**src/hw/lit_rot_pkg.sv**
```systemverilog
// Overview of operation
// - Literal return loads immediate byte into accumulator
// - Literal return pops stack top; two cycles
// - Rotate left through carry; carry and the target (accumulator or source) change
// - Target select zero: accumulator; one: source
package lit_rot_pkg;
	localparam int DATA_W       = 8;
	localparam int PC_W         = 15;
	localparam int FADDR_W      = 7;
	localparam logic [7:0] ACC_RESET = 8'h00;
	localparam logic       CARRY_RESET = 1'b0;
	localparam logic [14:0] PC_RESET = 15'h0000;
	localparam int RETURN_CYCLES = 2;

	// Operation selector from the wider decoder
	typedef enum logic [2:0] {
		OP_NONE   = 3'b001,
		OP_RETLIT = 3'b010,
		OP_ROTL   = 3'b100
	} op_t;

	// One decoded instruction word
	typedef struct packed {
		op_t              op;
		logic [7:0]       literal;
		logic [6:0]       fileAddr;
		logic             toSource;
	} instr_t;

	// Write toward the data file
	typedef struct packed {
		logic             en;
		logic [6:0]       addr;
		logic [7:0]       data;
	} fwrite_t;
endpackage

```
**src/hw/lit_rot_core.sv**
```systemverilog
// Executes literal return and rotate left through carry
module lit_rot_core
	import lit_rot_pkg::*;
(
	// Clock and reset
	input  wire logic        clock,
	input  wire logic        sys_rst,
	// Decoded instruction
	input  wire logic        instrValid,
	input  wire instr_t      instr,
	// Data file read port, same clock
	input  wire logic [7:0]  fileRdData,
	output logic      [6:0]  fileRdAddr,
	// Hardware stack
	input  wire logic [14:0] stackTop,
	output logic             stackPop,
	// Architectural state
	output logic      [7:0]  accQ,
	output logic             carryQ,
	output logic      [14:0] pcQ,
	output fwrite_t          fileWr,
	// Sequencing
	output logic             busy,
	output logic             instrDone
);
	typedef enum logic [1:0] {
		S_IDLE = 2'b01,
		S_POP  = 2'b10
	} state_t;

	state_t      stateQ;
	logic [7:0]  rotRes;
	logic        rotCarry;
	logic        takeRet;
	logic        takeRot;
	logic [1:0]  retCountQ;

	// Acceptance test shared by both kinds; the busy cycle drops anything offered
	function automatic logic accepts(input logic valid, input logic isBusy, input op_t op,
			input op_t want);
		return valid && !isBusy && (op == want);
	endfunction

	// Read port follows the instruction so the operand is there in the same cycle
	assign fileRdAddr = instr.fileAddr;
	assign busy       = (stateQ == S_POP);
	assign takeRet    = accepts(instrValid, busy, instr.op, OP_RETLIT);
	assign takeRot    = accepts(instrValid, busy, instr.op, OP_ROTL);
	// Pop in second cycle so stack top is stable during the first
	assign stackPop   = busy;
	assign instrDone  = busy || takeRot;

	rot_left_unit rotor (
		.src     (fileRdData),
		.carryIn (carryQ),
		.result  (rotRes),
		.carryOut(rotCarry)
	);

	// Two-cycle sequencer; rotate never leaves idle
	always_ff @(posedge clock or posedge sys_rst) begin
		if (sys_rst) begin
			stateQ <= S_IDLE;
		end else begin
			case (stateQ)
				S_IDLE:  if (takeRet) stateQ <= S_POP;
				S_POP:   stateQ <= S_IDLE;
				default: stateQ <= S_IDLE;
			endcase
		end
	end

	// Accumulator
	always_ff @(posedge clock or posedge sys_rst) begin
		if (sys_rst) begin
			accQ <= ACC_RESET;
		end else if (takeRet) begin
			accQ <= instr.literal;
		end else if (takeRot && !instr.toSource) begin
			accQ <= rotRes;
		end
	end

	// Carry: only flag touched here
	always_ff @(posedge clock or posedge sys_rst) begin
		if (sys_rst) begin
			carryQ <= CARRY_RESET;
		end else if (takeRot) begin
			carryQ <= rotCarry;
		end
	end

	// Program counter loads return address on the pop cycle
	always_ff @(posedge clock or posedge sys_rst) begin
		if (sys_rst) begin
			pcQ <= PC_RESET;
		end else if (busy) begin
			pcQ <= stackTop;
		end
	end

	// Write-back to source location, registered
	always_ff @(posedge clock or posedge sys_rst) begin
		if (sys_rst) begin
			fileWr <= '0;
		end else begin
			fileWr.en   <= takeRot && instr.toSource;
			fileWr.addr <= instr.fileAddr;
			fileWr.data <= rotRes;
		end
	end

	// Cycle count of the current return; only the length check reads it
	always_ff @(posedge clock or posedge sys_rst) begin
		if (sys_rst) begin
			retCountQ <= 2'h0;
		end else if (takeRet) begin
			retCountQ <= 2'h1;
		end else if (busy) begin
			retCountQ <= 2'h2;
		end else begin
			retCountQ <= 2'h0;
		end
	end

	// Checks: each one names the rule whose behaviour it pins down

	// Return spends exactly one extra cycle busy
	property ret_two_p;
		@(posedge clock) disable iff (sys_rst)
		takeRet |=> busy ##1 !busy;
	endproperty
	retTwo_a: assert property (ret_two_p) else $error("return not two cycles");

	// Counted length of a return matches the cycle figure
	retLen_a: assert property (@(posedge clock) disable iff (sys_rst)
		$fell(busy) |-> retCountQ == 2'(RETURN_CYCLES))
		else $error("return length wrong");

	// Completion shows only in the second cycle of a return
	retDone_a: assert property (@(posedge clock) disable iff (sys_rst)
		takeRet |-> !instrDone ##1 instrDone)
		else $error("return completion misplaced");

	// Literal reaches the accumulator
	retLit_a: assert property (@(posedge clock) disable iff (sys_rst)
		takeRet |=> accQ == $past(instr.literal))
		else $error("literal not loaded");

	// Return address comes from the stack top while popping
	retPc_a: assert property (@(posedge clock) disable iff (sys_rst)
		busy |=> pcQ == $past(stackTop))
		else $error("pc not from stack top");

	// Program counter moves only at the end of a pop
	pcHold_a: assert property (@(posedge clock) disable iff (sys_rst)
		!busy |=> pcQ == $past(pcQ))
		else $error("pc moved outside a pop");

	// Pop request lasts one cycle, or the stack would lose a second entry
	popPulse_a: assert property (@(posedge clock) disable iff (sys_rst)
		stackPop |=> !stackPop)
		else $error("pop longer than one cycle");

	// Anything offered during the busy cycle leaves state alone
	busyDrop_a: assert property (@(posedge clock) disable iff (sys_rst)
		busy |=> accQ == $past(accQ) && carryQ == $past(carryQ) && !fileWr.en)
		else $error("op taken while busy");

	// Old top bit becomes carry
	rotCarry_a: assert property (@(posedge clock) disable iff (sys_rst)
		takeRot |=> carryQ == $past(fileRdData[7]))
		else $error("carry wrong");

	// Return leaves carry alone
	carryHold_a: assert property (@(posedge clock) disable iff (sys_rst)
		takeRet |=> carryQ == $past(carryQ))
		else $error("return touched carry");

	// Nothing but a rotate moves carry
	carryOnly_a: assert property (@(posedge clock) disable iff (sys_rst)
		!takeRot |=> carryQ == $past(carryQ))
		else $error("carry moved without rotate");

	// Target select zero lands the result in the accumulator
	rotAcc_a: assert property (@(posedge clock) disable iff (sys_rst)
		takeRot && !instr.toSource |=> accQ == {$past(fileRdData[6:0]), $past(carryQ)})
		else $error("rotate acc result wrong");

	// Target select one writes back and spares the accumulator
	rotFile_a: assert property (@(posedge clock) disable iff (sys_rst)
		takeRot && instr.toSource |=> fileWr.en && accQ == $past(accQ))
		else $error("rotate write-back wrong");

	// Write-back carries the rotated byte to the source address
	rotData_a: assert property (@(posedge clock) disable iff (sys_rst)
		takeRot && instr.toSource |=> fileWr.data == {$past(fileRdData[6:0]), $past(carryQ)}
			&& fileWr.addr == $past(instr.fileAddr))
		else $error("write-back data wrong");

	// No write-back without a rotate aimed at its source
	wrOnly_a: assert property (@(posedge clock) disable iff (sys_rst)
		!(takeRot && instr.toSource) |=> !fileWr.en)
		else $error("stray write-back");

	// Accumulator moves only for a return or a rotate aimed at it
	accOnly_a: assert property (@(posedge clock) disable iff (sys_rst)
		!takeRet && !(takeRot && !instr.toSource) |=> accQ == $past(accQ))
		else $error("accumulator moved");

	// Rotate completes in its own cycle
	rotOne_a: assert property (@(posedge clock) disable iff (sys_rst)
		takeRot |-> instrDone && !stackPop)
		else $error("rotate not single cycle");

	// No stall after a rotate, so the next one can follow at once
	rotNoStall_a: assert property (@(posedge clock) disable iff (sys_rst)
		takeRot |=> !busy)
		else $error("rotate stalled");

	// Main scenarios seen at least once
	retCov_c: cover property (@(posedge clock) takeRet);
	rotAccCov_c: cover property (@(posedge clock) takeRot && !instr.toSource);
	rotSrcCov_c: cover property (@(posedge clock) takeRot && instr.toSource);
	rotBackCov_c: cover property (@(posedge clock) takeRot ##1 takeRot);
	retDropCov_c: cover property (@(posedge clock) busy && instrValid && instr.op != OP_NONE);
endmodule

```
**src/hw/rot_left_unit.sv**
```systemverilog
// Combinational rotate left through carry
module rot_left_unit
	import lit_rot_pkg::*;
(
	// Operand and carry in
	input  wire logic [7:0] src,
	input  wire logic       carryIn,
	// Result and carry out
	output logic      [7:0] result,
	output logic            carryOut
);
	// Old carry fills bit 0, old top bit leaves as carry
	always_comb begin
		result   = {src[6:0], carryIn};
		carryOut = src[7];
	end
endmodule

```
**config.mk**
```make
export PLATFORM = sky130hd
export DESIGN_NAME = lit_rot_core
export DESIGN_NICKNAME = d
export VERILOG_FILES = /design/src/hw/lit_rot_pkg.sv /design/src/hw/lit_rot_core.sv /design/src/hw/rot_left_unit.sv
export SDC_FILE = /design/constraint.sdc
export NUM_CORES = 1
export LEC_CHECK = 0
export BUFFER_PORTS_ARGS = -buffer_cell sky130_fd_sc_hd__buf_4
export CAP_MARGIN = 25
export CORE_MARGIN = 5
export CORE_UTILIZATION = 40
export CTS_CLUSTER_DIAMETER = 100
export DETAILED_ROUTE_END_ITERATION = 6
export GPL_ROUTABILITY_DRIVEN = 0
export MAX_ROUTING_LAYER = met4
export PLACE_DENSITY = 0.72
export RECOVER_POWER = 100
export SLEW_MARGIN = 20
export SYNTH_ARGS = -nofsm -noshare
export SYNTH_HDL_FRONTEND = slang
export SYNTH_HIERARCHICAL = 1
export SYNTH_SLANG_ARGS = --single-unit
```
**constraint.sdc**
```tcl
create_clock -name clock -period 2.4 [get_ports clock]
set_input_delay 0.12 -clock clock [delete_from_list [all_inputs] [get_ports clock]]
set_output_delay 0.12 -clock clock [all_outputs]
set_load 0.1 [all_outputs]
```
==> out/metrics.yaml <==
cells_and_area:
  num-nets-final: 297
  drive_above_1_share_pct: 22.9
  num-fill-cells: 428
  insertedDiodeCount: 0
  syn2layout_area_growth_pct: 37.3
status:
  violations: "capacitance limit, slew limit"
  status: "complete, but fails checks"
die:
  die_area_mm2: 0.00577
  die_w_um: 76.0
  io_pins: 95
  row_count: 24
  fp.coreArea_mm2: 0.00429
  initial_core_util_pct: 40.6
  die_h_um: 76.0
sta:
  hold_violations: 0
  fin_ws_ns: 0.530
  rsz0062_at_grt: "no"
  max-slew-margin-rel_pct: -2.23
  final.period_utilization_pct: 77.9
  final_max_slew_viol_count: 43
  fmax_ghz: 0.535
  clock_skew_ns: 0.00317
  tightest_slew_ns: 1.53
  setup_violations: 0
  finalSetupTns_ns: 0
  min_period_ns: 1.87
worst_setup_path:
  endpoint_kind: "register"
  r2r_cells: 5
  start_kind: "register"
  reg2reg_from: "stateQ[0]"
  required_ns: 2.60
  worstPathMaxFanout: 18
  r2r_slack_ns: 0.53
  arrival_ns: 2.07
  r2r_end: "accQ[2]"
  criticalPathCategory: "reg2reg"
placement:
  io_buffers: 94
  pre_cts_ws_ns: 0.693
  hpwl_um: 3040
cts:
  clk_pin_slew_worst_paths_ns: 0.07
  cts_buffers: 5
  cts_buffer_depth: 2
  clk_latency_ns: 0.28
  tritoncts: "yes"
  htree_levels: 2
  clock_sinks: 42
  cts-root-buf: "clkbuf_8"
power:
  p_seq_share_pct: 38.2
  p_switching_mw: 1.04
  leakagePower_nw: 1.06
  power.density_mw_per_mm2: 909
  power.internal_mw: 1.13
  combPwrFrac_pct: 42.3
  ir_drop_mv: 0.385
  clkPwrFrac_pct: 19.5
  p_sw_share_pct: 47.9
routing:
  drtPass1Iterations: 4
  ant_nets: 0
  drc_errors: 0
  routedWlPerCell_um: 13.8
  wl_um: 4200
  avgViaCountPerCell: 4.71
  vias: 1437
  drt_iter0_markers: 37
yosys:
  ys_ff_latch: 42
  avgSynthCellArea_um2: 10.8
  syn-cell-area_mm2: 0.00174
  yosysUniqueCellTypes: 22
  yosysSeqAreaShare_pct: 60.4
  syn-num-nets: 207
  ys_warn_count: 6
  synth_cells: 162
min_path:
  hold-path-cell-count: 3
  hold-path-endpoint: "pcQ[0]"
  worstHoldPathType: "in2reg"
  worstHoldStart: "stackTop[0]"
global_routing:
  grt.overflow.total: 0
  grt_usage_pct: 15.6
  grt_pass1_wl_um: 7220
  grt_max_degree: 43
  grt_pass1_vias: 1439
  grt_use_met2_pct: 23.2
  globalRouteMet1Util_pct: 19.6
  grt.met3_usage_pct: 6.86
  busiest_layer: "met2"
  antenna_found_initial: 0
flow_run:
  maxCapViolations: 1
timing repair:
| item | 4_1_cts | 5_1_grt |
|---|---|---|
| setup buffers | 0 | 0 |
| hold endpoints to repair | 14 | 0 |
| hold buffers | 14 | 0 |
| resized for setup | 0 | 0 |
registers in the layout (all words and copies together) (netlist names):
signal  cells
accQ        8
pcQ        15
fileWr     16
carryQ      1
stateQ      2
how the worst max path moves through the flow:
stage / start / to / cells past startpoint
4_1_cts: stateQ[0] / stateQ[0] / 4
2_1_floorplan: instr[16] / instrDone / 4
6_report: stateQ[0] / accQ[2] / 5
3_3_place_gp: stateQ[0] / stateQ[0] / 4
3_5_place_dp: stateQ[0] / stateQ[0] / 4
5_1_grt: stateQ[0] / accQ[2] / 5
through the flow:
step                hold slack (ns)  total power, mW  instance area [µm²]  utilization (%)  std cells
floorplan                     0.151             1.62                 1740                -        162
CTS                          0.0119             2.28                 2580             60.0        305
global route                0.00615             2.28                 2390             55.7        305
detailed placement            0.239             1.83                 2360             54.9        283
global placement              0.238             1.83                 2360             54.9        283
finish                       0.0224             2.17                 2390             55.7        305
cells by family (layout without fill, tap and decap cells):
kind of cell           count (synthesis)  in the layout  share of synthesized area [%]
AOI/OAI and AO/OA                     17             17                           6.61
buffers and inverters                 31            122                           11.1
DFF                                   42             42                           60.4
muxes                                  1              1                          0.647
and+or+nand+nor                       71             71                           21.2
cell usage after synthesis:
library cell / instances / area, µm²
a31oi_1: 8 / 50.1
and2_1: 1 / 6.26
buf_2: 5 / 25.0
buf_4: 17 / 128
buf_6: 1 / 11.3
clkbuf_1: 6 / 22.5
dfrtp_1: 41 / 1030
dfstp_2: 1 / 26.3
inv_1: 1 / 3.75
inv_2: 1 / 3.75
mux2_2: 1 / 11.3
nand2_1: 45 / 169
nand2b_1: 3 / 18.8
nor3_1: 1 / 5.00
nor3b_1: 1 / 7.51
nor4_1: 8 / 50.1
o21ai_0: 1 / 5.00
o31ai_1: 8 / 60.1
or2b_2: 1 / 8.76
or3_1: 1 / 6.26
or3b_1: 2 / 17.5
or4b_1: 8 / 80.1
area by class of cell:
cell class | count | area, µm² | area share [%]
Clock buffer | 8 | 80.1 | 3.35
Inverter | 2 | 7.51 | 0.314
Multi-Input combinational cell | 89 | 495 | 20.7
Sequential cell | 42 | 1050 | 44.0
Tap cell | 52 | 65.1 | 2.72
Timing Repair Buffer | 112 | 691 | 28.9
power groups by stage:
stage                     sequential, mW  clock, mW  combinational [mW]
after floorplan                     1.45          0               0.167
after global placement             0.845          0               0.981
after detailed placement           0.846          0               0.987
after CTS                          0.833      0.446                1.01
after global routing               0.843      0.475               0.957
final                              0.831      0.423               0.920
cell usage in the layout, fill, tap and decap left out:
cell	count
clkbuf_1	51
nand2_1	45
dfrtp_1	41
buf_4	33
clkbuf_4	15
dlygate4sd3_1	14
o31ai_1	8
or4b_1	8
nor4_1	8
a31oi_1	8
clkbuf_8	5
nand2b_1	3
inv_1	2
or3b_1	2
clkbuf_2	2
or3_1	1
or2b_2	1
nor3_1	1
and2_0	1
o21ai_1	1
mux2_2	1
nor3b_1	1
dfstp_2	1
critical path, cell delays in order (launching register included):
cell and delay, ns:
dfstp_2 0.53, nand2b_1 0.11, inv_1 0.06, clkbuf_1 0.32, or4b_1 0.60, a31oi_1 0.17
metal layers:
layer  share of wire, %  vias to the layer above
met5                  0                        -
met4               0.45                        0
met3                 10                        4
met2                 46                       68
met1                 44                      649
li1                   -                      716
Note: power is estimated with default switching activity, not from simulation.
